$ cat src/dmacfg_pkg.sv
// Package: constants, types and helpers of the two-channel transfer setup block
// Functional notes
// - Channel 0 source address lives in three byte registers at indices 20h, 21h, 22h.
// - Channel 0 destination address lives in byte registers at indices 23h, 24h, 25h.
// - Destination mode: 00 memory inc, 01 memory dec, 10 memory fixed, 11 I/O fixed.
// - Source mode: 00 memory inc, 01 memory dec, 10 memory fixed, 11 I/O fixed.
// - For an I/O side, ext address bits 17:16 pick pin, serial 0 rx, serial 1 tx, none.
// - Memory-to-memory runs cycle-steal with burst_select at 0 and burst with it at 1.
// - Memory wait count inserts as many wait states as its binary value.
// - I/O wait count adds 0 for code 00, 3 for code 10 and 4 for code 11.
// - Each request sense bit makes its external request edge sensed at 1, level at 0.
// - Channel 1 mode: 00/01 memory to I/O inc/dec, 10/11 I/O to memory inc/dec.
package dmacfg_pkg;

    // ==========================================================
    // Bus geometry
    localparam int ADDR_W = 10;
    localparam int DATA_W = 32;

    // ==========================================================
    // Register indices (byte address is four times the index)
    localparam logic [7:0] IDX_SRC_LOW = 8'h20;
    localparam logic [7:0] IDX_SRC_HIGH = 8'h21;
    localparam logic [7:0] IDX_SRC_EXT = 8'h22;
    localparam logic [7:0] IDX_DST_LOW = 8'h23;
    localparam logic [7:0] IDX_DST_HIGH = 8'h24;
    localparam logic [7:0] IDX_DST_EXT = 8'h25;
    localparam logic [7:0] IDX_CH1_MEM_LOW = 8'h40;
    localparam logic [7:0] IDX_CH1_MEM_HIGH = 8'h41;
    localparam logic [7:0] IDX_CH1_MEM_EXT = 8'h42;
    localparam logic [7:0] IDX_CH1_IO_LOW = 8'h43;
    localparam logic [7:0] IDX_CH1_IO_HIGH = 8'h44;
    localparam logic [7:0] IDX_MODE = 8'h48;
    localparam logic [7:0] IDX_WAIT = 8'h49;
    localparam logic [7:0] IDX_STATUS = 8'h4A;

    // ==========================================================
    // Field positions
    localparam int MODE_DST_LSB = 4;
    localparam int MODE_SRC_LSB = 2;
    localparam int MODE_BURST_BIT = 1;
    localparam int WAIT_MEM_LSB = 6;
    localparam int WAIT_IO_LSB = 4;
    localparam int WAIT_SENSE1_BIT = 3;
    localparam int WAIT_SENSE0_BIT = 2;
    localparam int WAIT_CH1_LSB = 0;

    // ==========================================================
    // Reset values
    localparam logic [7:0] MODE_RST = 8'h00;
    localparam logic [7:0] WAIT_RST = 8'h00;
    localparam logic [19:0] ADDR_RST = 20'h00000;
    localparam logic [15:0] IO_ADDR_RST = 16'h0000;

    // ==========================================================
    // Encodings
    typedef enum logic [1:0] {
        AMODE_INC = 2'h0,
        AMODE_DEC = 2'h1,
        AMODE_FIX = 2'h2,
        AMODE_IO = 2'h3
    } dmacfg_amode_t;

    typedef enum logic [1:0] {
        RSRC_PIN = 2'h0,
        RSRC_SER0 = 2'h1,
        RSRC_SER1 = 2'h2,
        RSRC_NONE = 2'h3
    } dmacfg_rsrc_t;

    localparam logic [2:0] IO_WAIT_C0 = 3'h0;
    localparam logic [2:0] IO_WAIT_C1 = 3'h2;
    localparam logic [2:0] IO_WAIT_C2 = 3'h3;
    localparam logic [2:0] IO_WAIT_C3 = 3'h4;

    localparam logic [1:0] RESP_OKAY = 2'h0;
    localparam logic [1:0] RESP_SLVERR = 2'h2;

    // ==========================================================
    // Helpers
    function automatic logic [19:0] addr_step(input logic [19:0] a, input logic [1:0] m);
        logic [19:0] r;
        r = a;
        if (m == AMODE_INC) begin
            r = a + 20'h00001;
        end else if (m == AMODE_DEC) begin
            r = a - 20'h00001;
        end
        return r;
    endfunction

    function automatic logic [2:0] io_wait_decode(input logic [1:0] c);
        logic [2:0] r;
        unique case (c)
            2'h0: r = IO_WAIT_C0;
            2'h1: r = IO_WAIT_C1;
            2'h2: r = IO_WAIT_C2;
            2'h3: r = IO_WAIT_C3;
        endcase
        return r;
    endfunction

endpackage

$ cat src/dmacfg_req_if.sv
// Interface: request conditioning signals between the setup core and the sense unit
`timescale 1ns/1ps
`default_nettype none
interface dmacfg_req_if;
    logic [1:0] pin_n;
    logic [1:0] sense;
    logic [1:0] consume;
    logic [1:0] pending;

    modport cond (input pin_n, input sense, input consume, output pending);
    modport core (output pin_n, output sense, output consume, input pending);
endinterface
`default_nettype wire

$ cat src/dmacfg_req_cond.sv
// Request sense unit: pin synchronisers and edge or level request capture
`timescale 1ns/1ps
`default_nettype none
module dmacfg_req_cond (
    // Clock and reset
    input wire logic aclk,
    input wire logic aresetn,
    // Core side
    dmacfg_req_if.cond rq
);
    logic [1:0] s1_q, s1_d, s2_q, s2_d, s3_q, s3_d, pend_q, pend_d;

    // ==========================================================
    // Next state
    always_comb begin
        s1_d = rq.pin_n;
        s2_d = s1_q;
        s3_d = s2_q;
        for (int i = 0; i < 2; i++) begin
            if (rq.sense[i]) begin
                // New edge wins over a consume in the same cycle
                pend_d[i] = (pend_q[i] & ~rq.consume[i]) | (s3_q[i] & ~s2_q[i]);
            end else begin
                pend_d[i] = ~s2_q[i];
            end
        end
    end

    always_ff @(posedge aclk) begin
        if (!aresetn) begin
            s1_q <= 2'h3;
            s2_q <= 2'h3;
            s3_q <= 2'h3;
            pend_q <= 2'h0;
        end else begin
            s1_q <= s1_d;
            s2_q <= s2_d;
            s3_q <= s3_d;
            pend_q <= pend_d;
        end
    end

    assign rq.pending = pend_q;
endmodule
`default_nettype wire

$ cat src/dmacfg_top.sv
// Two-channel transfer setup: register file, address stepping and request select
`timescale 1ns/1ps
`default_nettype none
module dmacfg_top import dmacfg_pkg::*; (
    // Clock and reset
    input wire logic aclk,
    input wire logic aresetn,
    // AXI4-Lite write channels
    input wire logic [ADDR_W-1:0] s_axi_awaddr,
    input wire logic s_axi_awvalid,
    output logic s_axi_awready,
    input wire logic [DATA_W-1:0] s_axi_wdata,
    input wire logic [3:0] s_axi_wstrb,
    input wire logic s_axi_wvalid,
    output logic s_axi_wready,
    output logic [1:0] s_axi_bresp,
    output logic s_axi_bvalid,
    input wire logic s_axi_bready,
    // AXI4-Lite read channels
    input wire logic [ADDR_W-1:0] s_axi_araddr,
    input wire logic s_axi_arvalid,
    output logic s_axi_arready,
    output logic [DATA_W-1:0] s_axi_rdata,
    output logic [1:0] s_axi_rresp,
    output logic s_axi_rvalid,
    input wire logic s_axi_rready,
    // Request sources
    input wire logic ext_request_ch0_n,
    input wire logic ext_request_ch1_n,
    input wire logic serial0_rx_request,
    input wire logic serial1_tx_request,
    // Byte transfer done strobes
    input wire logic ch0_step,
    input wire logic ch1_step,
    // Transfer setup
    output logic [19:0] ch0_source_address,
    output logic [19:0] ch0_dest_address,
    output logic [19:0] ch1_memory_address,
    output logic [15:0] ch1_io_address,
    output logic ch0_src_is_io,
    output logic ch0_dst_is_io,
    output logic ch0_burst,
    output logic ch1_io_to_mem,
    output logic [1:0] memory_wait_count,
    output logic [2:0] io_wait_count,
    output logic ch0_request,
    output logic ch1_request
);

    // ==========================================================
    // Request sense unit
    dmacfg_req_if rq ();

    dmacfg_req_cond u_cond (
        .aclk(aclk),
        .aresetn(aresetn),
        .rq(rq)
    );

    // ==========================================================
    // AXI4-Lite write path
    logic aw_have_q, aw_have_d, w_have_q, w_have_d;
    logic awready_q, awready_d, wready_q, wready_d, bvalid_q, bvalid_d;
    logic [1:0] bresp_q, bresp_d;
    logic [ADDR_W-1:0] awaddr_q, awaddr_d;
    logic [DATA_W-1:0] wdata_q, wdata_d;
    logic wstrb0_q, wstrb0_d;
    logic do_write, wr_en;
    logic [7:0] aw_idx;

    assign do_write = aw_have_q && w_have_q;
    assign wr_en = do_write && wstrb0_q;
    assign aw_idx = awaddr_q[ADDR_W-1:2];

    function automatic logic idx_mapped(input logic [7:0] idx);
        return (idx >= IDX_SRC_LOW && idx <= IDX_DST_EXT)
            || (idx >= IDX_CH1_MEM_LOW && idx <= IDX_CH1_IO_HIGH)
            || (idx >= IDX_MODE && idx <= IDX_STATUS);
    endfunction

    always_comb begin
        aw_have_d = aw_have_q;
        w_have_d = w_have_q;
        awaddr_d = awaddr_q;
        wdata_d = wdata_q;
        wstrb0_d = wstrb0_q;
        bvalid_d = bvalid_q;
        bresp_d = bresp_q;
        if (s_axi_awvalid && awready_q) begin
            aw_have_d = 1'b1;
            awaddr_d = s_axi_awaddr;
        end
        if (s_axi_wvalid && wready_q) begin
            w_have_d = 1'b1;
            wdata_d = s_axi_wdata;
            wstrb0_d = s_axi_wstrb[0];
        end
        if (bvalid_q && s_axi_bready) begin
            bvalid_d = 1'b0;
        end
        if (do_write) begin
            aw_have_d = 1'b0;
            w_have_d = 1'b0;
            bvalid_d = 1'b1;
            bresp_d = idx_mapped(aw_idx) ? RESP_OKAY : RESP_SLVERR;
        end
        // One write in flight: hold off until the response is taken
        awready_d = !aw_have_d && !bvalid_d;
        wready_d = !w_have_d && !bvalid_d;
    end

    always_ff @(posedge aclk) begin
        if (!aresetn) begin
            aw_have_q <= 1'b0;
            w_have_q <= 1'b0;
            awready_q <= 1'b0;
            wready_q <= 1'b0;
            bvalid_q <= 1'b0;
            bresp_q <= RESP_OKAY;
            awaddr_q <= '0;
            wdata_q <= '0;
            wstrb0_q <= 1'b0;
        end else begin
            aw_have_q <= aw_have_d;
            w_have_q <= w_have_d;
            awready_q <= awready_d;
            wready_q <= wready_d;
            bvalid_q <= bvalid_d;
            bresp_q <= bresp_d;
            awaddr_q <= awaddr_d;
            wdata_q <= wdata_d;
            wstrb0_q <= wstrb0_d;
        end
    end

    // ==========================================================
    // Configuration registers and address stepping
    logic [19:0] src_q, src_d, dst_q, dst_d, m1_q, m1_d;
    logic [15:0] io1_q, io1_d;
    logic [7:0] mode_q, mode_d, wctl_q, wctl_d;
    logic [1:0] src_mode, dst_mode, ch1_mode;

    assign src_mode = mode_q[MODE_SRC_LSB +: 2];
    assign dst_mode = mode_q[MODE_DST_LSB +: 2];
    assign ch1_mode = wctl_q[WAIT_CH1_LSB +: 2];

    always_comb begin
        src_d = src_q;
        dst_d = dst_q;
        m1_d = m1_q;
        io1_d = io1_q;
        mode_d = mode_q;
        wctl_d = wctl_q;
        // Whole 20-bit step, so carries cross into the ext byte
        if (ch0_step) begin
            src_d = addr_step(src_q, src_mode);
            dst_d = addr_step(dst_q, dst_mode);
        end
        if (ch1_step) begin
            m1_d = addr_step(m1_q, {1'b0, ch1_mode[0]});
        end
        // A software write lands on top of a step in the same cycle
        if (wr_en) begin
            unique case (aw_idx)
                IDX_SRC_LOW: src_d[7:0] = wdata_q[7:0];
                IDX_SRC_HIGH: src_d[15:8] = wdata_q[7:0];
                IDX_SRC_EXT: src_d[19:16] = wdata_q[3:0];
                IDX_DST_LOW: dst_d[7:0] = wdata_q[7:0];
                IDX_DST_HIGH: dst_d[15:8] = wdata_q[7:0];
                IDX_DST_EXT: dst_d[19:16] = wdata_q[3:0];
                IDX_CH1_MEM_LOW: m1_d[7:0] = wdata_q[7:0];
                IDX_CH1_MEM_HIGH: m1_d[15:8] = wdata_q[7:0];
                IDX_CH1_MEM_EXT: m1_d[19:16] = wdata_q[3:0];
                IDX_CH1_IO_LOW: io1_d[7:0] = wdata_q[7:0];
                IDX_CH1_IO_HIGH: io1_d[15:8] = wdata_q[7:0];
                IDX_MODE: mode_d = wdata_q[7:0];
                IDX_WAIT: wctl_d = wdata_q[7:0];
                default: ;
            endcase
        end
    end

    // Decoded setup, registered from next values so it tracks the fields
    logic src_io_d, dst_io_d, burst_d, dir_d;
    logic [1:0] mwait_d;
    logic [2:0] iwait_d;

    always_comb begin
        src_io_d = mode_d[MODE_SRC_LSB +: 2] == AMODE_IO;
        dst_io_d = mode_d[MODE_DST_LSB +: 2] == AMODE_IO;
        burst_d = mode_d[MODE_BURST_BIT];
        dir_d = wctl_d[WAIT_CH1_LSB + 1];
        mwait_d = wctl_d[WAIT_MEM_LSB +: 2];
        iwait_d = io_wait_decode(wctl_d[WAIT_IO_LSB +: 2]);
    end

    always_ff @(posedge aclk) begin
        if (!aresetn) begin
            src_q <= ADDR_RST;
            dst_q <= ADDR_RST;
            m1_q <= ADDR_RST;
            io1_q <= IO_ADDR_RST;
            mode_q <= MODE_RST;
            wctl_q <= WAIT_RST;
            ch0_src_is_io <= 1'b0;
            ch0_dst_is_io <= 1'b0;
            ch0_burst <= 1'b0;
            ch1_io_to_mem <= 1'b0;
            memory_wait_count <= 2'h0;
            io_wait_count <= IO_WAIT_C0;
        end else begin
            src_q <= src_d;
            dst_q <= dst_d;
            m1_q <= m1_d;
            io1_q <= io1_d;
            mode_q <= mode_d;
            wctl_q <= wctl_d;
            ch0_src_is_io <= src_io_d;
            ch0_dst_is_io <= dst_io_d;
            ch0_burst <= burst_d;
            ch1_io_to_mem <= dir_d;
            memory_wait_count <= mwait_d;
            io_wait_count <= iwait_d;
        end
    end

    assign ch0_source_address = src_q;
    assign ch0_dest_address = dst_q;
    assign ch1_memory_address = m1_q;
    assign ch1_io_address = io1_q;

    // ==========================================================
    // Request selection
    logic mem_to_mem, req0_q, req0_d, req1_q, req1_d;
    logic [1:0] rsel;

    assign mem_to_mem = (src_mode != AMODE_IO) && (dst_mode != AMODE_IO);
    // Source side I/O takes precedence when both sides are I/O
    assign rsel = (src_mode == AMODE_IO) ? src_q[17:16] : dst_q[17:16];

    assign rq.pin_n = {ext_request_ch1_n, ext_request_ch0_n};
    assign rq.sense = {wctl_q[WAIT_SENSE1_BIT], wctl_q[WAIT_SENSE0_BIT]};
    assign rq.consume = {ch1_step, ch0_step && !mem_to_mem && rsel == RSRC_PIN};

    always_comb begin
        if (mem_to_mem) begin
            // Cycle steal gives one bus cycle back after every byte
            req0_d = mode_q[MODE_BURST_BIT] || !ch0_step;
        end else begin
            unique case (rsel)
                RSRC_PIN: req0_d = rq.pending[0];
                RSRC_SER0: req0_d = serial0_rx_request;
                RSRC_SER1: req0_d = serial1_tx_request;
                RSRC_NONE: req0_d = 1'b0;
            endcase
        end
        req1_d = rq.pending[1];
    end

    always_ff @(posedge aclk) begin
        if (!aresetn) begin
            req0_q <= 1'b0;
            req1_q <= 1'b0;
        end else begin
            req0_q <= req0_d;
            req1_q <= req1_d;
        end
    end

    assign ch0_request = req0_q;
    assign ch1_request = req1_q;

    // ==========================================================
    // AXI4-Lite read path
    logic arready_q, arready_d, rvalid_q, rvalid_d;
    logic [DATA_W-1:0] rdata_q, rdata_d;
    logic [1:0] rresp_q, rresp_d;
    logic [7:0] ar_idx, rd_byte;

    assign ar_idx = s_axi_araddr[ADDR_W-1:2];

    always_comb begin
        unique case (ar_idx)
            IDX_SRC_LOW: rd_byte = src_q[7:0];
            IDX_SRC_HIGH: rd_byte = src_q[15:8];
            IDX_SRC_EXT: rd_byte = {4'h0, src_q[19:16]};
            IDX_DST_LOW: rd_byte = dst_q[7:0];
            IDX_DST_HIGH: rd_byte = dst_q[15:8];
            IDX_DST_EXT: rd_byte = {4'h0, dst_q[19:16]};
            IDX_CH1_MEM_LOW: rd_byte = m1_q[7:0];
            IDX_CH1_MEM_HIGH: rd_byte = m1_q[15:8];
            IDX_CH1_MEM_EXT: rd_byte = {4'h0, m1_q[19:16]};
            IDX_CH1_IO_LOW: rd_byte = io1_q[7:0];
            IDX_CH1_IO_HIGH: rd_byte = io1_q[15:8];
            IDX_MODE: rd_byte = mode_q;
            IDX_WAIT: rd_byte = wctl_q;
            IDX_STATUS: rd_byte = {4'h0, rq.pending, req1_q, req0_q};
            default: rd_byte = 8'h00;
        endcase
        rvalid_d = rvalid_q;
        rdata_d = rdata_q;
        rresp_d = rresp_q;
        if (rvalid_q && s_axi_rready) begin
            rvalid_d = 1'b0;
        end
        if (s_axi_arvalid && arready_q) begin
            rvalid_d = 1'b1;
            rdata_d = {24'h000000, rd_byte};
            rresp_d = idx_mapped(ar_idx) ? RESP_OKAY : RESP_SLVERR;
        end
        arready_d = !rvalid_d;
    end

    always_ff @(posedge aclk) begin
        if (!aresetn) begin
            arready_q <= 1'b0;
            rvalid_q <= 1'b0;
            rdata_q <= '0;
            rresp_q <= RESP_OKAY;
        end else begin
            arready_q <= arready_d;
            rvalid_q <= rvalid_d;
            rdata_q <= rdata_d;
            rresp_q <= rresp_d;
        end
    end

    assign s_axi_awready = awready_q;
    assign s_axi_wready = wready_q;
    assign s_axi_bvalid = bvalid_q;
    assign s_axi_bresp = bresp_q;
    assign s_axi_arready = arready_q;
    assign s_axi_rvalid = rvalid_q;
    assign s_axi_rdata = rdata_q;
    assign s_axi_rresp = rresp_q;
endmodule
`default_nettype wire
$ cat config.mk
export PLATFORM = sky130hd
export DESIGN_NAME = dmacfg_top
export DESIGN_NICKNAME = d
export VERILOG_FILES = /design/src/dmacfg_pkg.sv /design/src/dmacfg_req_if.sv /design/src/dmacfg_req_cond.sv /design/src/dmacfg_top.sv
export SDC_FILE = /design/constraint.sdc
export NUM_CORES = 1
export LEC_CHECK = 0
export ABC_CLOCK_PERIOD_IN_PS = 2570
export BUFFER_PORTS_ARGS = -buffer_cell sky130_fd_sc_hd__clkbuf_2
export CAP_MARGIN = 20
export CORE_MARGIN = 4
export CORE_UTILIZATION = 50
export CTS_CLUSTER_DIAMETER = 200
export CTS_CLUSTER_SIZE = 10
export DETAILED_ROUTE_END_ITERATION = 10
export PLACE_DENSITY = 0.77
export REMOVE_ABC_BUFFERS = 1
export SETUP_SLACK_MARGIN = 0.2
export SYNTH_ARGS = -nofsm -noshare
export SYNTH_HDL_FRONTEND = slang
export SYNTH_SLANG_ARGS = --single-unit
$ cat constraint.sdc
create_clock -name aclk -period 2.57 [get_ports aclk]
set_input_delay 0.1285 -clock aclk [delete_from_list [all_inputs] [get_ports aclk]]
set_output_delay 0.1285 -clock aclk [all_outputs]
set_load 0.1 [all_outputs]
==> key figures <==
Outcome
  – Outcome: complete, no violations

Worst setup path
  – R2r worst-path depth: 5
  – Critical path class: flop to flop
  – FF-to-FF End: ch0_dest_address[14]
  – Worst setup SP type: flop
  – RR Startpoint: mode_q[4]
  – Arr. time, crit path: 2.66 ns
  – R2R setup slack: 0.23 ns
  – Worst EP required: 2.89 ns
  – Critical Path Fanout Max: 9
  – Crit. End Element: flop

Logic synthesis
  – Yosys cell types: 79
  – Sequential area share after synthesis: 0.313
  – Main synth FF type: dfxtp_1
  – Largest area contributor in the netlist: dfxtp_1
  – Post-Syn Instances: 1143
  – Synth Area in XOR/XNOR: 0.0408
  – Compound-Gate Fraction of Synth Area: 0.214
  – Asr flop ratio synth: 0
  – Area share of the largest cell type after synthesis: 0.313
  – Synth Cell Area: 0.00901 mm^2
  – Synth area leaders: dfxtp_1, mux2i_1, nor2_1, a21oi_1, nand2_1
  – Ys Warns: 0
  – Mean Syn Cell Area: 7.88 um^2
  – Post-synth EDFFs: 0
  – Flops & latches, synth: 141
  – Post-synthesis mux area share: 0.0778
  – Largest family of logic cells by synthesized area: simple AND/OR/NAND/NOR gates
  – Synth Area in Simple Gates: 0.249
  – Synth Area in Adders: 0.0369

Routing
  – DR vias/cell: 6.18
  – DR DRC count: 0
  – Final ANT Viol Nets: 0
  – Pre-Repair DR Iteration Count: 6
  – WL final: 31.0 mm
  – Routed via count: 9431
  – Initial detailed-routing violation count: 1054
  – Routed len/inst: 20.3 um

Timing
  – Max-slew violation total from the final report: 0
  – Max Clk Rate: 0.428 GHz
  – Final period util: 0.909
  – # setup viols final: 0
  – Hold Fails Final Rpt: 0
  – Rel. slew slack: 0.363
  – RSZ-0062 raised after global routing: yes
  – Worst Skew: 0.00770 ns
  – Min Tclk post-route: 2.34 ns
  – Least-Margin Pin Slew: 0.955 ns

Run
  – Max_cap viols: 0

Global route
  – First-pass GRT wire length: 47.7 mm
  – Initial antenna violation count: 0
  – Congestion Overflow GR: 0
  – Overall Global Routing Usage: 0.299
  – Number of global-route vias before repair: 8691
  – Pin count of the biggest net entering global routing: 57

Clocking
  – CTS Sinks: 141
  – TritonCTS Buffers: 17
  – H-tree levels: 4
  – Root buffer cell: clkbuf_16
  – Clock buffer depth: 2
  – Worst-skew pair later-pin latency: 0.43 ns
  – CTS clk-pin slew, worst paths: 0.06 ns
  – CTS tree: done

Pwr
  – Overall power: 5.75 mW
  – Comb pwr share: 0.160
  – Leakage power: 4.54 nW
  – P per Cell Area: 528 mW/mm^2
  – Switch share: 0.317
  – Register share of total power: 0.403
  – Clock share of power: 0.437
  – Max VDD drop: 0.699 mV
  – Psw: 1.82 mW
  – Internal power: 3.92 mW

Placed design
  – Post-DP HPWL: 22.0 mm
  – IO Port Bufs: 139
  – # placed instances: 1472
  – Routability cong.: 1.02

Floorplanning
  – Core area: 0.0175 mm^2
  – Site Rows: 48
  – Die height: 142 um
  – Die width: 142 um
  – Initial Util: 0.516
  – Io pins: 197
  – Die ar.: 0.0202 mm^2

Finish
  – Layout Cells excl Fill: 1526
  – Number of nets in the layout: 1384
  – Inserted Diodes: 0
  – Fill cells: 1525
  – Proportion of layout cells with a drive suffix above 1: 0.209
  – Area grow syn2layout: 20.7%
  – Most frequent cells in the layout: dfxtp_1, clkbuf_2, nor2_1
  – Final Core Density: 0.622
  – Most common cell after layout, fill and taps aside: dfxtp_1

Min path
  – Worst Hold Launch: serial0_rx_request
  – Worst Hold Path Cells: 3
  – Hold Crit Class: primary input to flop
  – End of the worst hold path: ch0_request
## synth_stat cells (11+ instances only)
cell	count
dfxtp_1	141
nor2_1	136
nand2_1	93
a21oi_1	77
o21ai_0	68
clkbuf_1	62
mux2i_1	61
a211oi_1	34
nand3_1	32
buf_4	28
xnor2_1	26
ha_1	25
nor3_1	25
inv_1	20
nand2b_1	20
a22oi_1	17
a31oi_1	17
and3_1	17
or3_1	17
xor2_1	16
nand4_1	15
nor2b_1	14
and2_1	11
o211ai_1	11
## how the worst max path moves through the flow
stage	endpoint	depth (start not counted)	start	slack (ns)
finish	ch0_dest_address[14]	5	mode_q[4]	0.23
floorplan	ch1_memory_address[16]	8	ch1_memory_address[0]	-0.47
detailed placement	ch1_memory_address[16]	8	wctl_q[0]	0.15
global placement	ch1_memory_address[16]	8	wctl_q[0]	0.20
global route	ch1_memory_address[19]	8	wctl_q[0]	0.15
CTS	ch1_memory_address[16]	8	wctl_q[0]	0.19
## critical path, stage by stage (launching register included)
cell and delay (ns):
dfxtp_1 0.54, or4bb_1 0.58, nor4_2 0.26, o21ai_1 0.15
or3_1 0.39, a311oi_1 0.32
## stage by stage
| step | setup TNS [ns] | setup WS (ns) | hold WS, ns | cell area (um^2) |
|---|---|---|---|---|
| floorplan | -3.30 | -0.475 | 0.202 | 8570 |
| global placement | 0 | 0.196 | 0.315 | 9940 |
| detailed placement | 0 | 0.150 | 0.314 | 9940 |
| CTS | 0 | 0.193 | 0.0412 | 10800 |
| global route | 0 | 0.151 | 0.0610 | 10900 |
| finish | 0 | 0.235 | 0.0547 | 10900 |
## area by class of cell
| type | instances | area, um^2 | share of cell area |
|---|---|---|---|
| multi-input cells | 899 | 5790 | 0.532 |
| flip-flops and latches | 141 | 2820 | 0.260 |
| clock buffers | 18 | 439 | 0.0404 |
| well taps | 225 | 282 | 0.0259 |
| repair buffers | 210 | 1310 | 0.121 |
| clock inverters | 13 | 154 | 0.0141 |
| inverters | 20 | 75.1 | 0.00690 |
## what timing repair did
action                                  CTS  global route
setup buffers                             0             2
endpoints found under the setup margin    7            14
hold buffers                             21             0
endpoints found under the hold margin    21             0
gates resized for setup                   5            26
pin swaps                                 0             6
## kinds of logic (layout without fill, tap and decap cells)
logic type               after synthesis  after routing
XOR/XNOR                              42             42
flip-flops                           141            141
AO/OA/AOI/OAI                        298            298
adder cells (fa/ha/maj)               26             26
buffers and inverters                128            261
other                                  1             26
multiplexers                          68             68
AND/OR/NAND/NOR                      439            439
## per-layer routing
metal  vias to the layer above  global-route usage  share of wire
met5                         -                   0              0
met1                      4389               0.399           0.40
met4                         0               0.117          0.036
met3                        81              0.0645           0.11
met2                       557               0.474           0.45
li1                       4404                   -              -
## registers in the layout (all words and copies together), names as in the netlist, 3 cells and up
register / flops
wdata_q: 8
io_wait_count: 3
ch1_io_address: 16
ch0_dest_address: 20
s_axi_rdata: 8
wctl_q: 6
ch0_source_address: 20
awaddr_q: 8
mode_q: 8
ch1_memory_address: 20
## power groups by stage
stage,Clock [mW],Sequential [mW],Combinational [mW]
global route,2.63,2.32,0.964
floorplan,0,2.58,0.389
detailed placement,0,2.36,0.873
CTS,2.53,2.31,0.900
finish,2.51,2.31,0.920
global placement,0,2.36,0.864
Power figures use the tool's default switching activity.
